**src/rtc_map.vh**
```
`ifndef RTC_MAP_VH
`define RTC_MAP_VH
// register offsets on the i/o bus
`define RTC_SECONDS_COUNT   8'he0
`define RTC_MINUTES_COUNT   8'he1
`define RTC_HOURS_COUNT     8'he2
`define RTC_WEEKDAY_COUNT   8'he3
`define RTC_MONTH_DAY_COUNT 8'he4
`define RTC_MONTH_COUNT     8'he5
`define RTC_YEAR_COUNT      8'he6
`define RTC_CENTURY_COUNT   8'he7
`define RTC_ALARM_SECONDS   8'he8
`define RTC_ALARM_MINUTES   8'he9
`define RTC_ALARM_HOURS     8'hea
`define RTC_ALARM_WEEKDAY   8'heb
`define RTC_ALARM_CONTROL   8'hec
`define RTC_CONTROL         8'hed
// control register fields
`define RTC_CTL_ALARM_FLAG  7
`define RTC_CTL_INT_EN      6
`define RTC_CTL_BCD_EN      5
`define RTC_CTL_CLK_SEL     4
`define RTC_CTL_FREQ_SEL    3
`define RTC_CTL_UNLOCK      0
`define RTC_CTL_WR_MASK     8'h79
`define RTC_ALARM_EN_MASK   8'h0f
// count limits, binary form
`define RTC_ZERO            8'd0
`define SECONDS_COUNT_MAX         8'd59
`define RTC_MIN_MAX         8'd59
`define HOURS_COUNT_MAX         8'd23
`define RTC_WD_FIRST        8'd1
`define RTC_WD_MAX          8'd7
`define RTC_DAY_FIRST       8'd1
`define MONTH_COUNT_FIRST       8'd1
`define MONTH_COUNT_MAX         8'd12
`define RTC_YR_MAX          8'd99
// tick divider terminal counts, source edges per second
`define RTC_XTAL_DIV        16'd32768
`define RTC_LINE50_DIV      16'd50
`define RTC_LINE60_DIV      16'd60
`endif

```
**src/rtc_digit_counter.v**
```verilog
`timescale 1ns/1ps
// one two-digit field: binary or bcd increment with wrap
module rtc_digit_counter (
  // field value in the selected format (bcd when bcd_i), limits in binary form
  input  wire [7:0] value_i,
  input  wire [7:0] min_bin_i,
  input  wire [7:0] max_bin_i,
  input  wire       bcd_i,
  // result
  output reg  [7:0] next_value_o,
  output reg        wrap_o
);
  reg [7:0] bin;
  reg [7:0] inc;
  reg [7:0] tens;
  reg [7:0] ones;
  always @* begin
    bin = bcd_i ? ({4'h0, value_i[7:4]} * 8'd10 + {4'h0, value_i[3:0]})
                : value_i;
    wrap_o = (bin >= max_bin_i);
    inc = wrap_o ? min_bin_i : bin + 8'd1;
    tens = inc / 8'd10;
    ones = inc % 8'd10;
    // limits stay below 100, so each digit fits its nibble
    next_value_o = bcd_i ? {tens[3:0], ones[3:0]} : inc;
  end
endmodule // rtc_digit_counter

```
**src/rtc_source_sync.v**
```verilog
`timescale 1ns/1ps
// three-stage synchroniser on the clock source pin, rising edge out
module rtc_source_sync (
  input  wire core_clk_i,
  input  wire reset_i,
  input  wire src_pin_i,
  output reg  src_edge_o
);
  reg s1;
  reg s2;
  reg s3;
  reg level;
  always @(posedge core_clk_i) begin
    s1 <= src_pin_i;
    s2 <= s1;
    s3 <= s2;
    if (reset_i) begin
      level      <= 1'b0;
      src_edge_o <= 1'b0;
    end else begin
      src_edge_o <= 1'b0;
      if (s2 == s3 && s2 != level) begin
        level      <= s2;
        src_edge_o <= s2;
      end
    end
  end
endmodule // rtc_source_sync

```
**src/rtc_calendar_alarm.v**
```verilog
`timescale 1ns/1ps
`include "rtc_map.vh"
// Functional notes
// - separate counts for seconds through century; hours in 24-hour form
// - counts and alarms binary when decimal enable 0, bcd when 1
// - day-of-month wraps at true month length, february leap-adjusted
// - alarm only when every enabled set-point equals its count
// - alarm sets flag; interrupt raised only with interrupt enable
// - reading control register clears alarm flag and interrupt
// - compare alarms each time the count advances, once a second
// - any write of 0 to unlock bit forces a comparison
// - alarm set-points and alarm control writable at any time
// - tick divider from crystal or line source, chosen by selections
// - every control register write resets the tick divider
// - after reset alarm enables cleared; counts keep the values they held
// - clearing unlock resets divider then lets it run
// - unlocked stops count and allows count writes; locked counts, ignores count writes
// - unlock bit resets to 0, counter locked and running
// - seconds count keeps its value through reset
// - seconds 0..59, bcd tens 0-5, binary up to 3bh
// - minutes 0..59, bcd tens 0-5, binary up to 3bh
// - hours 0..23, bcd tens 0-2, binary up to 17h
// - weekday 1..7 in low nibble, upper nibble reads zero
// - all registers reached by i/o read and write cycles
// - day-of-month 1..31, tens 0-3, kept through reset
// - month 1..12, tens 0-1, kept through reset
module rtc_calendar_alarm (
  // clock and reset
  input  wire       core_clk_i,
  input  wire       reset_i,
  // i/o bus
  input  wire [7:0] io_addr_i,
  input  wire [7:0] io_wdata_i,
  input  wire       io_wr_i,
  input  wire       io_rd_i,
  output reg  [7:0] io_rdata_o,
  output reg        io_sel_o,
  // clock source pin: crystal or line frequency
  input  wire       rtc_src_i,
  // interrupt request to processor
  output reg        alarm_irq_o
);
  reg  [7:0] sec;
  reg  [7:0] min;
  reg  [7:0] hrs;
  reg  [3:0] weekday_field;
  reg  [7:0] mday;
  reg  [7:0] mon;
  reg  [7:0] yr;
  reg  [7:0] cen;
  reg  [7:0] alarm_val [0:3];
  reg  [3:0] alarm_en;
  reg        alarm_flag;
  reg        int_en;
  reg        bcd_en;
  reg        clk_sel;
  reg        freq_sel;
  reg        unlock;
  reg  [15:0] div_cnt;
  reg        compare_req;
  wire       src_edge;
  wire [7:0] n_sec;
  wire [7:0] n_min;
  wire [7:0] n_hrs;
  wire [7:0] n_wd;
  wire [7:0] n_mday;
  wire [7:0] n_mon;
  wire [7:0] n_yr;
  wire [7:0] n_cen;
  wire       w_sec;
  wire       w_min;
  wire       w_hrs;
  wire       w_mday;
  wire       w_mon;
  wire       w_yr;
  wire       w_wd;
  wire       w_cen;
  reg  [7:0] mon_bin;
  reg  [7:0] yr_bin;
  reg  [7:0] cen_bin;
  reg  [7:0] month_len;
  reg        leap;
  reg  [15:0] div_top;
  reg  [3:0] match;
  reg  [7:0] next_rdata;
  wire       wr_ctl;
  wire       count_wr;
  wire       tick;
  wire       alarm_hit;
  wire       int_en_next;
  wire       ctl_rd;
  wire       alarm_wr;
  wire       alarm_ctl_wr;

  rtc_source_sync u_sync (
    .core_clk_i (core_clk_i),
    .reset_i    (reset_i),
    .src_pin_i  (rtc_src_i),
    .src_edge_o (src_edge)
  );
  // calendar helpers work in binary whatever the format
  always @* begin
    mon_bin = bcd_en ? ({4'h0, mon[7:4]} * 8'd10 + {4'h0, mon[3:0]}) : mon;
    yr_bin  = bcd_en ? ({4'h0, yr[7:4]} * 8'd10 + {4'h0, yr[3:0]}) : yr;
    cen_bin = bcd_en ? ({4'h0, cen[7:4]} * 8'd10 + {4'h0, cen[3:0]}) : cen;
    // century years are leap only when the century divides by four
    leap = (yr_bin == 8'd0) ? (cen_bin[1:0] == 2'b00)
                            : (yr_bin[1:0] == 2'b00);
    case (mon_bin)
      8'd2:    month_len = leap ? 8'd29 : 8'd28;
      8'd4,
      8'd6,
      8'd9,
      8'd11:   month_len = 8'd30;
      default: month_len = 8'd31;
    endcase
  end
  // one counter slice per field, wrap feeding the next as carry
  rtc_digit_counter u_sec (
    .value_i      (sec),
    .min_bin_i    (`RTC_ZERO),
    .max_bin_i    (`SECONDS_COUNT_MAX),
    .bcd_i        (bcd_en),
    .next_value_o (n_sec),
    .wrap_o       (w_sec)
  );

  rtc_digit_counter u_min (
    .value_i      (min),
    .min_bin_i    (`RTC_ZERO),
    .max_bin_i    (`RTC_MIN_MAX),
    .bcd_i        (bcd_en),
    .next_value_o (n_min),
    .wrap_o       (w_min)
  );

  rtc_digit_counter u_hrs (
    .value_i      (hrs),
    .min_bin_i    (`RTC_ZERO),
    .max_bin_i    (`HOURS_COUNT_MAX),
    .bcd_i        (bcd_en),
    .next_value_o (n_hrs),
    .wrap_o       (w_hrs)
  );

  rtc_digit_counter u_wd (
    .value_i      ({4'h0, weekday_field}),
    .min_bin_i    (`RTC_WD_FIRST),
    .max_bin_i    (`RTC_WD_MAX),
    .bcd_i        (bcd_en),
    .next_value_o (n_wd),
    .wrap_o       (w_wd)
  );

  rtc_digit_counter u_mday (
    .value_i      (mday),
    .min_bin_i    (`RTC_DAY_FIRST),
    .max_bin_i    (month_len),
    .bcd_i        (bcd_en),
    .next_value_o (n_mday),
    .wrap_o       (w_mday)
  );

  rtc_digit_counter u_mon (
    .value_i      (mon),
    .min_bin_i    (`MONTH_COUNT_FIRST),
    .max_bin_i    (`MONTH_COUNT_MAX),
    .bcd_i        (bcd_en),
    .next_value_o (n_mon),
    .wrap_o       (w_mon)
  );

  rtc_digit_counter u_yr (
    .value_i      (yr),
    .min_bin_i    (`RTC_ZERO),
    .max_bin_i    (`RTC_YR_MAX),
    .bcd_i        (bcd_en),
    .next_value_o (n_yr),
    .wrap_o       (w_yr)
  );

  rtc_digit_counter u_cen (
    .value_i      (cen),
    .min_bin_i    (`RTC_ZERO),
    .max_bin_i    (`RTC_YR_MAX),
    .bcd_i        (bcd_en),
    .next_value_o (n_cen),
    .wrap_o       (w_cen)
  );

  assign wr_ctl   = io_wr_i && (io_addr_i == `RTC_CONTROL);
  assign count_wr = io_wr_i && unlock;
  assign tick     = !unlock && src_edge && (div_cnt == div_top - 16'd1);
  assign ctl_rd       = io_rd_i && (io_addr_i == `RTC_CONTROL);
  assign alarm_wr     = io_wr_i && (io_addr_i >= `RTC_ALARM_SECONDS)
                        && (io_addr_i <= `RTC_ALARM_WEEKDAY);
  assign alarm_ctl_wr = io_wr_i && (io_addr_i == `RTC_ALARM_CONTROL);
  // enable as it stands after this edge, so a disabling write also
  // holds back the interrupt of a hit in the same cycle
  assign int_en_next  = wr_ctl ? io_wdata_i[`RTC_CTL_INT_EN] : int_en;

  always @* begin
    if (clk_sel)
      div_top = freq_sel ? `RTC_LINE60_DIV : `RTC_LINE50_DIV;
    else
      div_top = `RTC_XTAL_DIV;
  end

  // tick divider: held while unlocked, cleared by any control write
  always @(posedge core_clk_i) begin
    if (reset_i || wr_ctl || unlock)
      div_cnt <= 16'd0;
    else if (src_edge)
      div_cnt <= tick ? 16'd0 : div_cnt + 16'd1;
  end

  // counts carry no reset so they survive it
  always @(posedge core_clk_i) begin
    if (tick) begin
      sec <= n_sec;
      if (w_sec) begin
        min <= n_min;
        if (w_min) begin
          hrs <= n_hrs;
          if (w_hrs) begin
            weekday_field <= n_wd[3:0];
            mday <= n_mday;
            if (w_mday) begin
              mon <= n_mon;
              if (w_mon) begin
                yr <= n_yr;
                if (w_yr)
                  cen <= n_cen;
              end
            end
          end
        end
      end
    end else if (count_wr) begin
      case (io_addr_i)
        `RTC_SECONDS_COUNT:   sec <= io_wdata_i;
        `RTC_MINUTES_COUNT:   min <= io_wdata_i;
        `RTC_HOURS_COUNT:     hrs <= io_wdata_i;
        `RTC_WEEKDAY_COUNT:   weekday_field <= io_wdata_i[3:0];
        `RTC_MONTH_DAY_COUNT: mday <= io_wdata_i;
        `RTC_MONTH_COUNT:     mon <= io_wdata_i;
        `RTC_YEAR_COUNT:      yr <= io_wdata_i;
        `RTC_CENTURY_COUNT:   cen <= io_wdata_i;
        default: ;
      endcase
    end
  end

  // alarm set-points: no reset, writable in any lock state
  always @(posedge core_clk_i) begin
    if (alarm_wr)
      alarm_val[io_addr_i[1:0]] <= io_wdata_i;
  end

  // compare against the counts after they settle
  genvar g;
  generate
    for (g = 0; g < 4; g = g + 1) begin : g_match
      always @* begin
        case (g)
          0:       match[g] = (alarm_val[g] == sec);
          1:       match[g] = (alarm_val[g] == min);
          2:       match[g] = (alarm_val[g] == hrs);
          default: match[g] = (alarm_val[g][3:0] == weekday_field);
        endcase
      end
    end
  endgenerate
  assign alarm_hit = compare_req && |alarm_en
                     && ((match & alarm_en) == alarm_en);

  always @(posedge core_clk_i) begin
    if (reset_i) begin
      alarm_en    <= 4'h0;
      int_en      <= 1'b0;
      bcd_en      <= 1'b0;
      clk_sel     <= 1'b0;
      freq_sel    <= 1'b0;
      unlock      <= 1'b0;
      alarm_flag  <= 1'b0;
      alarm_irq_o <= 1'b0;
      compare_req <= 1'b0;
      io_rdata_o  <= 8'h00;
      io_sel_o    <= 1'b0;
    end else begin
      // compare one cycle after the count moves
      compare_req <= tick
                     || (wr_ctl && !io_wdata_i[`RTC_CTL_UNLOCK]);
      if (alarm_ctl_wr)
        alarm_en <= io_wdata_i[3:0];
      if (wr_ctl) begin
        int_en   <= io_wdata_i[`RTC_CTL_INT_EN];
        bcd_en   <= io_wdata_i[`RTC_CTL_BCD_EN];
        clk_sel  <= io_wdata_i[`RTC_CTL_CLK_SEL];
        freq_sel <= io_wdata_i[`RTC_CTL_FREQ_SEL];
        unlock   <= io_wdata_i[`RTC_CTL_UNLOCK];
      end
      // a new hit wins over the read that would clear it
      if (alarm_hit) begin
        alarm_flag  <= 1'b1;
        alarm_irq_o <= int_en_next;
      end else if (ctl_rd) begin
        alarm_flag  <= 1'b0;
        alarm_irq_o <= 1'b0;
      end else if (!int_en_next)
        alarm_irq_o <= 1'b0;
      io_sel_o   <= io_rd_i && io_addr_i >= `RTC_SECONDS_COUNT
                    && io_addr_i <= `RTC_CONTROL;
      io_rdata_o <= next_rdata;
    end
  end

  // read mux, one registered cycle; counts move whole on a tick
  always @* begin
    case (io_addr_i)
      `RTC_SECONDS_COUNT:   next_rdata = sec;
      `RTC_MINUTES_COUNT:   next_rdata = min;
      `RTC_HOURS_COUNT:     next_rdata = hrs;
      `RTC_WEEKDAY_COUNT:   next_rdata = {4'h0, weekday_field};
      `RTC_MONTH_DAY_COUNT: next_rdata = mday;
      `RTC_MONTH_COUNT:     next_rdata = mon;
      `RTC_YEAR_COUNT:      next_rdata = yr;
      `RTC_CENTURY_COUNT:   next_rdata = cen;
      `RTC_ALARM_SECONDS,
      `RTC_ALARM_MINUTES,
      `RTC_ALARM_HOURS,
      `RTC_ALARM_WEEKDAY:   next_rdata = alarm_val[io_addr_i[1:0]];
      `RTC_ALARM_CONTROL:   next_rdata = {4'h0, alarm_en};
      `RTC_CONTROL:         next_rdata = {alarm_flag, int_en, bcd_en,
                                          clk_sel, freq_sel, 2'b00, unlock};
      default:              next_rdata = 8'h00;
    endcase
    if (!io_rd_i)
      next_rdata = 8'h00;
  end
endmodule // rtc_calendar_alarm

```
**config.mk**
```make
export PLATFORM = sky130hd
export DESIGN_NAME = rtc_calendar_alarm
export DESIGN_NICKNAME = d
export VERILOG_FILES = /design/src/rtc_digit_counter.v /design/src/rtc_source_sync.v /design/src/rtc_calendar_alarm.v
export VERILOG_INCLUDE_DIRS = /design/src
export SDC_FILE = /design/constraint.sdc
export NUM_CORES = 1
export LEC_CHECK = 0
export BUFFER_PORTS_ARGS = -buffer_cell sky130_fd_sc_hd__buf_2
export CORE_ASPECT_RATIO = 0.7
export CORE_MARGIN = 1.5
export CORE_UTILIZATION = 50
export DETAILED_ROUTE_END_ITERATION = 10
export PLACE_DENSITY = 0.66
export SKIP_CTS_REPAIR_TIMING = 1
export SLEW_MARGIN = 15
export SYNTH_ARGS = -nofsm -noshare
export SYNTH_HDL_FRONTEND = slang
export SYNTH_SLANG_ARGS = --single-unit
```
**constraint.sdc**
```tcl
create_clock -name core_clk_i -period 14.5 [get_ports core_clk_i]
set_input_delay 0 -clock core_clk_i [delete_from_list [all_inputs] [get_ports core_clk_i]]
set_output_delay 0 -clock core_clk_i [all_outputs]
set_load 0.005 [all_outputs]
```
## Word level (Yosys, flattened, before mapping)

Memories as Yosys holds them, arrays and structs flattened.
Cells that the tools add are included.
Widths: inputs -> output; s select.

| storage, ports and cells | value |
|---|---|
| bits in writable memories | 32 |
| memories kept | 1 |
| bits of input ports | 21 |
| output and inout port bits | 10 |
| register bits | 102 |

Memory list:

| name | words | width | read ports | clocked after memory_dff | wr ports | RTL line | RTL |
|---|---|---|---|---|---|---|---|
| alarm_val | 4 | 8 | 5 | 0 | 1 | rtc_calendar_alarm.v:51 | `reg [7:0] alarm_val [0:3];` |

| cells by class | value |
|---|---|
| div/mod/pow operators | 15 |
| equality and inequality tests | 34 |
| $lt $le $gt $ge | 12 |
| multipliers | 7 |
| bitwise logic cells | 3 |
| reduce and logical (&&, ||, !) cells | 45 |
| multiplexer cells | 86 |
| $add $sub $neg | 17 |

Operators with widths:

| operator | count |
|---|---|
| $mux 8 | 63 |
| $eq 8x8->1 const B | 14 |
| $pmux 8 s11 | 1 |
| $mod 8x4->8 const B | 8 |
| $add 8x1->8 const B | 7 |
| $add 8x4->8 | 7 |
| $div 8x4->8 const B | 7 |
| $mul 4x3->7 const B | 7 |
| $mux 16 | 2 |
| $mux 4 | 8 |
| $eq 8x8->1 | 3 |
| $reduce_bool 2->1 | 10 |
| $add 16x1->16 const B | 1 |
| $eq 16x16->1 | 1 |
| $eq 8x3->1 const B | 2 |
| $eq 8x4->1 const B | 2 |
| $ge 8x6->1 const B | 2 |
| $ge 8x7->1 const B | 2 |
| $ge 8x8->1 const B | 2 |
| $le 8x8->1 const B | 2 |
| $sub 16x1->16 const B | 1 |
| $logic_and 1x1->1 | 14 |
| $ne 2x1->1 const B | 6 |
| $reduce_or 4->1 | 3 |
| 27 further kinds | 44 |

## Longest topological paths before layout

Gate-level depths: netlist (run 1).

| depth | value |
|---|---|
| depth after elaboration | 15 |
| gate-level depth with buffers | 24 |

## By module

A second synthesis (run 1) with hierarchy kept.

| second synthesis, totals | value |
|---|---|
| cells, all modules | 2481 |
| area total of the unflattened synthesis | 19560.0 um2 |

Modules (own cells, without submodules):

| module | seq. area each (um2) | times used | cells an instance | area each (um2) |
|---|---|---|---|---|
| rtc_digit_counter at u_cen ... | 0.0 | 6 | 233 | 1575.3 |
| rtc_calendar_alarm | 3503.4 | 1 | 625 | 6718.9 |
| rtc_digit_counter at u_sec | 0.0 | 1 | 252 | 1839.3 |
| rtc_digit_counter at u_yr | 0.0 | 1 | 197 | 1431.4 |
| rtc_source_sync | 100.1 | 1 | 9 | 118.9 |

## Worst setup path before layout (run 1)

No wires, ideal clock.

| timing | value |
|---|---|
| kind | reg2reg |
| start point | register bcd_en |
| end point | register cen[3], data pin |
| slack | 9615 ps |
| required time | 14237 ps |
| cell stages (with the launch flop) | 21 |
| path buffers | 8 |
| arrival time | 4623 ps |
| clock period less this slack | 4885 ps |
| setup time | 263 ps |
| cell sequence | dfxtp_1 -> buf_12 -> buf_6 -> buf_4 -> buf_2 -> buf_2 -> clkbuf_1 -> buf_1 -> buf_1 -> mux2_2 -> ha_1 -> nor3_1 -> and4_1 -> a211oi_2 -> nor3_2 -> nor2_1 -> o32ai_2 -> ha_1 -> nor2_1 -> a221oi_1 -> o21ai_1 |

| between the ends | value |
|---|---|
| cells in the longest elaborated chain, start to end | 12 |
| elaborated cells on any way between the ends | 13 |
| those cells by class | add/sub (1); div (1); order compare (1); mux (10) |

RTL lines:

| item | RTL line | RTL |
|---|---|---|
| start: declaration | rtc_calendar_alarm.v:55 | `reg bcd_en;` |
| start signal: assignment | rtc_calendar_alarm.v:298 | `` bcd_en <= io_wdata_i[`RTC_CTL_BCD_EN]; `` |
| $mux 8 | rtc_digit_counter.v:18 | `bin = bcd_i ? ({4'h0, value_i[7:4]} * 8'd10 + {4'h0, value_i[3:0]})` |
| $add 8x1->8 / $ge 8x7->1 (equally long branches) | rtc_digit_counter.v:21, rtc_digit_counter.v:20 |  |
| $mux 8 | rtc_digit_counter.v:21 | `inc = wrap_o ? min_bin_i : bin + 8'd1;` |
| $mod 8x4->8 | rtc_digit_counter.v:23 | `ones = inc % 8'd10;` |
| $mux 8 * | rtc_digit_counter.v:25 | `next_value_o = bcd_i ? {tens[3:0], ones[3:0]} : inc;` |
| $mux 8 * | rtc_calendar_alarm.v:232 | `if (w_yr)` |
| $mux 8 * | rtc_calendar_alarm.v:230 | `if (w_mon) begin` |
| $mux 8 * | rtc_calendar_alarm.v:228 | `if (w_mday) begin` |
| $mux 8 * | rtc_calendar_alarm.v:225 | `if (w_hrs) begin` |
| $mux 8 * | rtc_calendar_alarm.v:223 | `if (w_min) begin` |
| $mux 8 * | rtc_calendar_alarm.v:221 | `if (w_sec) begin` |
| $mux 8 * | rtc_calendar_alarm.v:219 | `if (tick) begin` |
| end signal: assignment | rtc_calendar_alarm.v:233 | `cen <= n_cen;` |
| end signal: assignment | rtc_calendar_alarm.v:248 | `` `RTC_CENTURY_COUNT: cen <= io_wdata_i; `` |
| end: declaration | rtc_calendar_alarm.v:50 | `reg [7:0] cen;` |

Mark *: on every way between the ends. The rest lies on a longest branch, timed or not. The select of a mux whose other input is x is not followed.
A chain may end at the register's enable or synchronous reset.

## Worst setup path after layout (run 1)

| timing | value |
|---|---|
| start point | register yr[5] |
| end point | register cen[2], enable pin |

| between the ends | value |
|---|---|
| cells in the longest elaborated chain, start to end | 10 |
| elaborated cells on any way between the ends | 12 |
| those cells by class | add/sub (1); mul (1); order compare (2); eq/ne (2); mux (4); reduce/logical (2) |

RTL lines:

| item | RTL line | RTL |
|---|---|---|
| start: declaration | rtc_calendar_alarm.v:49 | `reg [7:0] yr;` |
| start signal: assignment | rtc_calendar_alarm.v:231 | `yr <= n_yr;` |
| start signal: assignment | rtc_calendar_alarm.v:247 | `` `RTC_YEAR_COUNT: yr <= io_wdata_i; `` |
| $mul 4x3->7 | rtc_digit_counter.v:18, rtc_calendar_alarm.v:104 |  |
| $add 8x4->8 | rtc_digit_counter.v:18, rtc_calendar_alarm.v:104 |  |
| $mux 8 * | rtc_digit_counter.v:18, rtc_calendar_alarm.v:104 |  |
| $logic_not 8->1 | rtc_calendar_alarm.v:107 | `leap = (yr_bin == 8'd0) ? (cen_bin[1:0] == 2'b00)` |
| $mux 1 | rtc_calendar_alarm.v:107 |  |
| $mux 1 | rtc_calendar_alarm.v:110 | `8'd2: month_len = leap ? 8'd29 : 8'd28;` |
| $pmux 2 s2 | rtc_calendar_alarm.v:109 | `case (mon_bin)` |
| $ge 8x5->1 | rtc_digit_counter.v:20 | `wrap_o = (bin >= max_bin_i);` |
| $ne 2x1->1 (no source line) | - |  |
| $reduce_and 8->1 (no source line) * | - |  |

Mark *: on every way between the ends. The rest lies on a longest branch, timed or not.

==> results, run 1 <==
- The flow ran to the end, and the final reports show no timing, DRC or antenna violations.
- Summing the sequential cell areas from Yosys gives 30.7% of the chip area.
- Port buffering added 30 buffers.
- The overall die height is 131 um.
- The average detailed-routed wire length per instance is 21.1 um.
- The tree is rooted in a sky130_fd_sc_hd__clkbuf_16.
- The flip-flop and latch count after synthesis is 134.
- Fill cells in the final layout number 2062.
- The CTS tree is built.
- Subtracting the final worst setup slack from the clock period gives 5.79 ns.
- Yosys printed 0 warnings.
- The power per unit of standard cell area is 69.0 nW/um2.
- After clock tree synthesis, the clock-pin slew on the worst setup and hold paths is 0.07 ns.
- The floorplan core area is 22800 um2.
- The post-synthesis adder-cell area fraction is 10.6%.
- The data arrival time of the critical path is 5.84 ns.
- The worst setup path is captured at a flop.
- The fraction of post-synthesis cell area in the top cell type by area is 23.5%.
- The synthesized-area fraction occupied by ao, oa, aoi and oai cells is 20.1%.
- The count of nets left with antenna violations once routing finished came out at 0.
- Before CTS, the worst setup slack after placement is 8.86 ns.
- The startpoint class of the critical path is a flop.
- By area the synthesized netlist is led by sky130_fd_sc_hd__edfxtp_1 24%, sky130_fd_sc_hd__ha_1 8.0%, sky130_fd_sc_hd__dfxtp_1 7.2%.
- At the pin with the least slew margin, the transition time is 1.27 ns.
- Setup total negative slack on the finished layout was measured at 0 ns.
- The count of inserted antenna diode cells is 0.
- The first routing iteration left 1195 violations.
- The max-slew violation count is 0.
- The worst-case register-to-register setup slack is 8.71 ns.
- The total congestion overflow after global routing is 0.
- The congestion estimate from routability-driven global placement came to 0.960.
- The predominant post-synthesis flop cell is sky130_fd_sc_hd__edfxtp_1.
- The average cell area after synthesis is 9.04 um2.
- The classification of the worst-slack hold path is in2reg.
- The number of buffers on the longest clock path is 2.
- The xor-xnor portion of the synthesized cell area is 7.75%.
- The TritonCTS buffer count is 17.
- Of the cells placed in the final design, the portion with a size suffix greater than 1 is 10.8%.
- Static timing analysis puts the maximum clock frequency at 173 MHz.
- By count the netlist is led by 121 x sky130_fd_sc_hd__nand2_1, 118 x sky130_fd_sc_hd__nor2_1, 97 x sky130_fd_sc_hd__a21oi_1.
- Along the worst path, the maximum fanout reaches 9.
- Before antenna repair, the detailed router went through 6 iterations.
- The largest family of logic cells by synthesized area is simple AND/OR/NAND/NOR gates.
- The portion of synthesized area spent on multiplexers is 7.34%.
- Across the routed clock network, the largest skew measured is 0.0133 ns.
- The placed instances occupy a cell area of 12100 um2.
- The combined flip-flop and latch cell area is 3610 um2.
- The initial antenna violation count is 0.
- The number of nets in the synthesized netlist is 1408.
- The area share of and/or/nand/nor cells after synthesis is 20.3%.
- Synthesis produced 1298 cells.
- The number of top-level pins is 31.
- VDD sags by at most 83.2 uV.
- The dominant cell by count in the synthesized netlist is sky130_fd_sc_hd__nand2_1.
- The multi-input logic area is 7760 um2.
- The die is 186 um wide.
- The die area is 24400 um2.
- The worst path meets setup with 8.71 ns of slack.
- The via total after detailed routing is 10720.
- The proportion of register bits with asynchronous set or reset after synthesis is 0%.
- The post-synthesis to final-layout area growth is 9.40%.
- The worst setup path is of the reg2reg kind.
- Entering global routing, the biggest net connects 65 pins.
- The tool flagged a number of max-cap violations equal to 0.
- The sum of routed wire length over all layers is 34700 um.
- Row generation in the floorplan step produced 46 rows.
- Clock latency on the worst-skew pair, taken at its later pin, is 0.43 ns.
- Counting every sink on the clock net gives 134.
- The starting density of the core is 51.3%.
- The share of the cycle needed by the critical path after routing is 39.9%.
- In the final design database the tool counted 1430 nets.
- The count of endpoints failing hold in the final timing report is 0.
- The biggest area contributor in the post-synthesis netlist is sky130_fd_sc_hd__edfxtp_1.
- The final standard cell area without fillers is 12800 um2.
- The standby leakage power is 4.54 nW.
- The maximum level of the CTS H-tree is 4.
- Setup violations remaining at the end of the flow were counted as 0.
- Detailed placement ended at an HPWL of 25400 um.
- The number of global-route vias before repair is 9282.
- The cell area that synthesis handed to floorplanning was 11700 um2.
- The total chip power is 0.885 mW.
- The number of enable flip-flop cells after synthesis is 92.
- The number of distinct library cell variants in the gate-level netlist after synthesis is 98.
- For this run, design rule violations remaining after detail routing come to 0.
- The global-route usage over all layers is 28.2%.
- On the final layout, the worst hold slack is 0.0914 ns.
- The required time of the critical path is 14.55 ns.
- The worst pin sits at a relative slew slack of 15.1%.
- The first global-routing pass estimated 53300 um of wire.
- Setup repair after global routing left no endpoint under its margin.
- In the routed layout, each cell is associated on average with a via count of 6.52.
==> kinds of logic after synthesis <==
group           count (synthesis)
simple gates                  477
xor+xnor                      103
fa+ha+maj                      91
compound gates                347
flops                         134
buf+inv                        86
mux                            60
==> through the flow <==
stage	util (%)	std cells
4_1_cts	55.6	1631
6_report	56.2	1645
5_1_grt	56.2	1645
3_3_place_gp	53.0	1599
2_1_floorplan	-	1298
3_5_place_dp	53.0	1599
==> layout make-up <==
class                   instances  share of cell area, %
well taps                     312                   3.04
inverters                      35                   1.02
repair buffers                 54                   2.85
clock inverters                14                   1.18
flip-flops and latches        134                   28.1
multi-input cells            1078                   60.5
clock buffers                  18                   3.34
==> per-layer routing <==
layer / track usage (%) / vias to the layer above / part of all wire, %
li1: - / 4961 / -
met1: 45.2 / 5159 / 47
met2: 37.9 / 550 / 41
met3: 6.40 / 50 / 10
met4: 5.69 / 0 / 1.7
met5: 0 / - / 0
==> worst paths after layout <==
path                              startpoint  cells past startpoint             to
worst min-delay path            io_addr_i[2]                      4  io_rdata_o[2]
worst max register to register         yr[5]                     20         cen[2]
worst max-delay path                   yr[5]                     20         cen[2]
worst min register to register     u_sync.s1                      0      u_sync.s2
==> layout by cell type, fill, tap and decap left out, types with 7 or more instances in the layout <==
cell	n
sky130_fd_sc_hd__nand2_1	121
sky130_fd_sc_hd__nor2_1	118
sky130_fd_sc_hd__a21oi_1	97
sky130_fd_sc_hd__edfxtp_1	92
sky130_fd_sc_hd__ha_1	75
sky130_fd_sc_hd__xnor2_1	69
sky130_fd_sc_hd__o21ai_0	58
sky130_fd_sc_hd__nand3_1	55
sky130_fd_sc_hd__dfxtp_1	41
sky130_fd_sc_hd__nor3_1	39
sky130_fd_sc_hd__xor2_1	33
sky130_fd_sc_hd__inv_1	32
sky130_fd_sc_hd__buf_2	30
sky130_fd_sc_hd__mux2i_1	23
sky130_fd_sc_hd__nand2b_1	20
sky130_fd_sc_hd__o211ai_1	19
sky130_fd_sc_hd__mux4_2	19
sky130_fd_sc_hd__a31oi_1	18
sky130_fd_sc_hd__o31ai_1	18
sky130_fd_sc_hd__mux2_2	18
sky130_fd_sc_hd__a22oi_1	18
sky130_fd_sc_hd__nand4_1	17
sky130_fd_sc_hd__clkbuf_16	17
sky130_fd_sc_hd__nor2b_1	16
sky130_fd_sc_hd__a21o_1	16
sky130_fd_sc_hd__nand3b_1	15
sky130_fd_sc_hd__fa_1	14
sky130_fd_sc_hd__dlygate4sd3_1	14
sky130_fd_sc_hd__a211oi_1	11
sky130_fd_sc_hd__and3_1	10
sky130_fd_sc_hd__buf_4	10
sky130_fd_sc_hd__nor4_1	9
sky130_fd_sc_hd__and2_1	8
sky130_fd_sc_hd__nand4b_1	7
sky130_fd_sc_hd__or4_1	7
sky130_fd_sc_hd__or3_1	7
==> power by group <==
| part | leakage (nW) | internal [mW] | switching (mW) |
|---|---|---|---|
| Combinational | 3.09 | 0.0148 | 0.0246 |
| Sequential | 1.17 | 0.409 | 0.00112 |
| Clock | 0.281 | 0.255 | 0.181 |
| Total | 4.54 | 0.678 | 0.207 |
==> sequential cells by signal, indices dropped and copies added (netlist names), 4 cells and up <==
register       flops
alarm_val         32
div_cnt           16
cen                8
hrs                8
io_rdata_o         8
mday               8
min                8
mon                8
sec                8
yr                 8
alarm_en           4
weekday_field      4
==> critical path, cell delays in order, from the launching register on <==
cell and delay, ns:
sky130_fd_sc_hd__edfxtp_1 0.48, sky130_fd_sc_hd__ha_1 0.34, sky130_fd_sc_hd__ha_1 0.22, sky130_fd_sc_hd__fa_1 0.60
sky130_fd_sc_hd__nand2_1 0.10, sky130_fd_sc_hd__or4b_2 0.64, sky130_fd_sc_hd__a31o_2 0.29, sky130_fd_sc_hd__nand2_2 0.17
sky130_fd_sc_hd__nor2_1 0.15, sky130_fd_sc_hd__nand3_1 0.18, sky130_fd_sc_hd__a21boi_0 0.13, sky130_fd_sc_hd__a21oi_1 0.14
sky130_fd_sc_hd__ha_1 0.13, sky130_fd_sc_hd__nand2b_1 0.10, sky130_fd_sc_hd__a21oi_1 0.07, sky130_fd_sc_hd__nor2_1 0.12
sky130_fd_sc_hd__a21oi_1 0.08, sky130_fd_sc_hd__a21oi_1 0.37, sky130_fd_sc_hd__nor2b_1 0.30, sky130_fd_sc_hd__nand3_1 0.11
sky130_fd_sc_hd__a21oi_1 0.68
Power figures use the tool's default switching activity.
==> run 2: changes to the inputs <==
clock period = 5.4 ns   (was 14.5 ns; I/O delays follow)
==> run 2 against run 1 <==
Against the previous run: critical path depth up 1; sequential cell count unchanged; final cell count up 0.91%; die area unchanged; critical path type unchanged; largest power group unchanged; sequential power rose to 2.7 times the previous value; global-route usage up 1.0 points; via count up 0.26%; count of clock-buffer cells in the layout up 1; critical endpoint is now cen[6]; register-to-register slack worse by 8.4 ns; first-iteration DRC count up 3.0%.
==> results, run 2 (same netlist as run 1, synthesis figures left out) <==
- The worst slew slack as a fraction of its limit is 31.1% (was 15.1%).
- The worst-case register-to-register setup slack is 0.30 ns (was 8.71 ns).
- The maximum level of the CTS H-tree came to 4 (unchanged).
- The time the worst path needs with I/O delays and setup is 5.10 ns (was 5.79 ns).
- The classification of the worst-slack hold path is in2reg (unchanged).
- The sum of routed wire length over all layers is 35000 um (was 34700 um).
- Result of the run: finished clean (unchanged).
- The number of design rule violations left after detail routing was 0 (unchanged).
- The max capacitance violation total is 0 (unchanged).
- The row count came to 46 (unchanged).
- The post-synthesis to final-layout area growth was 10.6% (was 9.40%).
- The peak fanout along the critical path is 9 (unchanged).
- The number of detailed-routing iterations run before antenna repair was 6 (unchanged).
- The vias per cell is 6.47 (was 6.52).
- The data arrival time of the critical path was 5.24 ns (was 5.84 ns).
- The standby leakage power is 4.64 nW (was 4.54 nW).
- The clock latency on the worst-skew pair was 0.44 ns (was 0.43 ns).
- The transition time at the pin with the least slew margin came to 1.03 ns (was 1.27 ns).
- The initial antenna violation count came to 0 (unchanged).
- The max-slew violation count is 0 (unchanged).
- The global-route wire length before repair is 55100 um (was 53300 um).
- The final clock skew is 0.0110 ns (was 0.0133 ns).
- The most common cell after layout, fill and taps aside is sky130_fd_sc_hd__nand2_1 (unchanged).
- The global-route usage over all layers is 29.2% (was 28.2%).
- The overall die height is 131 um (unchanged).
- The share of the cycle needed by the critical path after routing is 94.4% (was 39.9%).
- Most frequent cells in the layout: 121 x sky130_fd_sc_hd__nand2_1, 118 x sky130_fd_sc_hd__nor2_1, 96 x sky130_fd_sc_hd__a21oi_1 (was 121 x sky130_fd_sc_hd__nand2_1, 118 x sky130_fd_sc_hd__nor2_1, 97 x sky130_fd_sc_hd__a21oi_1).
- The count of endpoints failing hold in the final timing report came to 0 (unchanged).
- The number of buffers on the longest clock path is 2 (unchanged).
- The number of nets at the end of the flow is 1445 (was 1430).
- The TritonCTS buffer count was 17 (unchanged).
- The CTS tree is built (unchanged).
- The number of flip-flops under the largest register name is 32 (unchanged).
- The via total after detailed routing is 10748 (was 10720).
- The first-iteration detailed-routing DRC count came to 1231 (was 1195).
- The required time of the critical path came to 5.54 ns (was 14.55 ns).
- The number of nets with antenna violations after detailed routing is 0 (unchanged).
- The startpoint class of the critical path is a flop (unchanged).
- The power per unit of standard cell area is 186 nW/um2 (was 69.0 nW/um2).
- The worst slack after detailed placement came to 0.280 ns (was 8.86 ns).
- The count of clock tree sinks came to 134 (unchanged).
- The number of global-route vias before repair was 9696 (was 9282).
- The post-route worst setup slack is 0.303 ns (was 8.71 ns).
- The number of top-level pins is 31 (unchanged).
- Unrepaired setup endpoints after global routing: false (unchanged).
- The starting density of the core was 51.3% (unchanged).
- The largest net degree at the start of global routing is 46 (was 65).
- The quantity of I/O buffers inserted on ports is 30 (unchanged).
- The average detailed-routed wire length per instance was 21.1 um (about the same).
- The total congestion overflow after global routing is 0 (unchanged).
- The top achievable clock speed is 196 MHz (was 173 MHz).
- The count of inserted antenna diode cells is 0 (unchanged).
- The worst vdd rail ir drop is 200 uV (was 83.2 uV).
- The fraction of layout instances using a drive strength above 1 is 12.1% (was 10.8%).
- The final sum of negative setup slack was 0 ns (unchanged).
- The filler cell count in the final layout is 2046 (was 2062).
- The class of the most critical setup path is reg2reg (unchanged).
- The kind of end point of the critical path was a flop (unchanged).
- The floorplan core area is 22800 um2 (unchanged).
- The global placement routability congestion is 0.935 (was 0.960).
- The clock transition at the registers of the reported paths is 0.06 ns (was 0.07 ns).
- The CTS root buffer is sky130_fd_sc_hd__clkbuf_16 (unchanged).
- The final-report setup violation count is 0 (unchanged).
- The die area is 24400 um2 (unchanged).
- The width of the chip is 186 um (unchanged).
- The HPWL after detailed placement is 26000 um (was 25400 um).
## run 2: cell count changes in the layout (fill, tap and decap cells not counted), sizes merged
cell,change
clkbuf,+1
inv,+5
bufinv,-1
clkinvlp,-2
buf,+16
clkinv,-3
dlygate4sd3,-1
## run 2: final timing paths
path                     start             to  depth (start not counted)
setup reg to reg         yr[7]         cen[6]                         21
setup / recovery         yr[7]         cen[6]                         21
hold / removal    io_addr_i[2]  io_rdata_o[1]                          4
hold reg to reg      u_sync.s1      u_sync.s2                          0
## run 2: per-stage QoR
step,cells,hold slack [ns],power (mW),util [%],area (um2)
after global routing,1660,0.147,2.46,56.8,13000
after floorplan,1298,0.0277,1.18,-,11700
after CTS,1647,-0.343,2.40,56.2,12800
after detailed placement,1615,0.109,1.22,53.5,12200
after global placement,1615,0.105,1.22,53.5,12200
final,1660,0.119,2.42,56.8,13000
## run 2: critical path, cell delays in order, from the launching register on
cell and delay (ns):
sky130_fd_sc_hd__edfxtp_1 0.46, sky130_fd_sc_hd__ha_1 0.32, sky130_fd_sc_hd__ha_1 0.22, sky130_fd_sc_hd__fa_1 0.59
sky130_fd_sc_hd__nand2_1 0.09, sky130_fd_sc_hd__or4b_2 0.64, sky130_fd_sc_hd__a31o_2 0.29, sky130_fd_sc_hd__nand2_2 0.16
sky130_fd_sc_hd__nor2_1 0.14, sky130_fd_sc_hd__nand3_1 0.17, sky130_fd_sc_hd__a21boi_0 0.11, sky130_fd_sc_hd__a21oi_1 0.15
sky130_fd_sc_hd__ha_1 0.13, sky130_fd_sc_hd__nand2b_1 0.09, sky130_fd_sc_hd__a21oi_1 0.07, sky130_fd_sc_hd__nor2_1 0.12
sky130_fd_sc_hd__a21oi_1 0.10, sky130_fd_sc_hd__a21oi_2 0.25, sky130_fd_sc_hd__nor2b_2 0.26, sky130_fd_sc_hd__nand3_1 0.10
sky130_fd_sc_hd__a21oi_1 0.16, sky130_fd_sc_hd__buf_4 0.19
## run 2: layout make-up
type | count | area, um2 | share of cell area, %
multi-input cells | 1078 | 7760 | 59.8
flip-flops and latches | 134 | 3610 | 27.8
inverters | 35 | 131 | 1.01
repair buffers | 69 | 475 | 3.66
clock inverters | 13 | 130 | 1.00
clock buffers | 19 | 475 | 3.66
well taps | 312 | 390 | 3.01
## run 2: power by group
part | internal, mW | switching (mW)
Clock | 0.701 | 0.507
Combinational | 0.0405 | 0.0667
Sequential | 1.10 | 0.00299
## run 2: per-layer routing
layer  global-route usage (%)  part of all wire [%]  up-vias
met2                     39.8                    41      592
met1                     44.7                    46     5103
met4                     8.83                   2.1        0
li1                         -                     -     4993
met3                     7.40                    11       60
met5                        0                     0        -
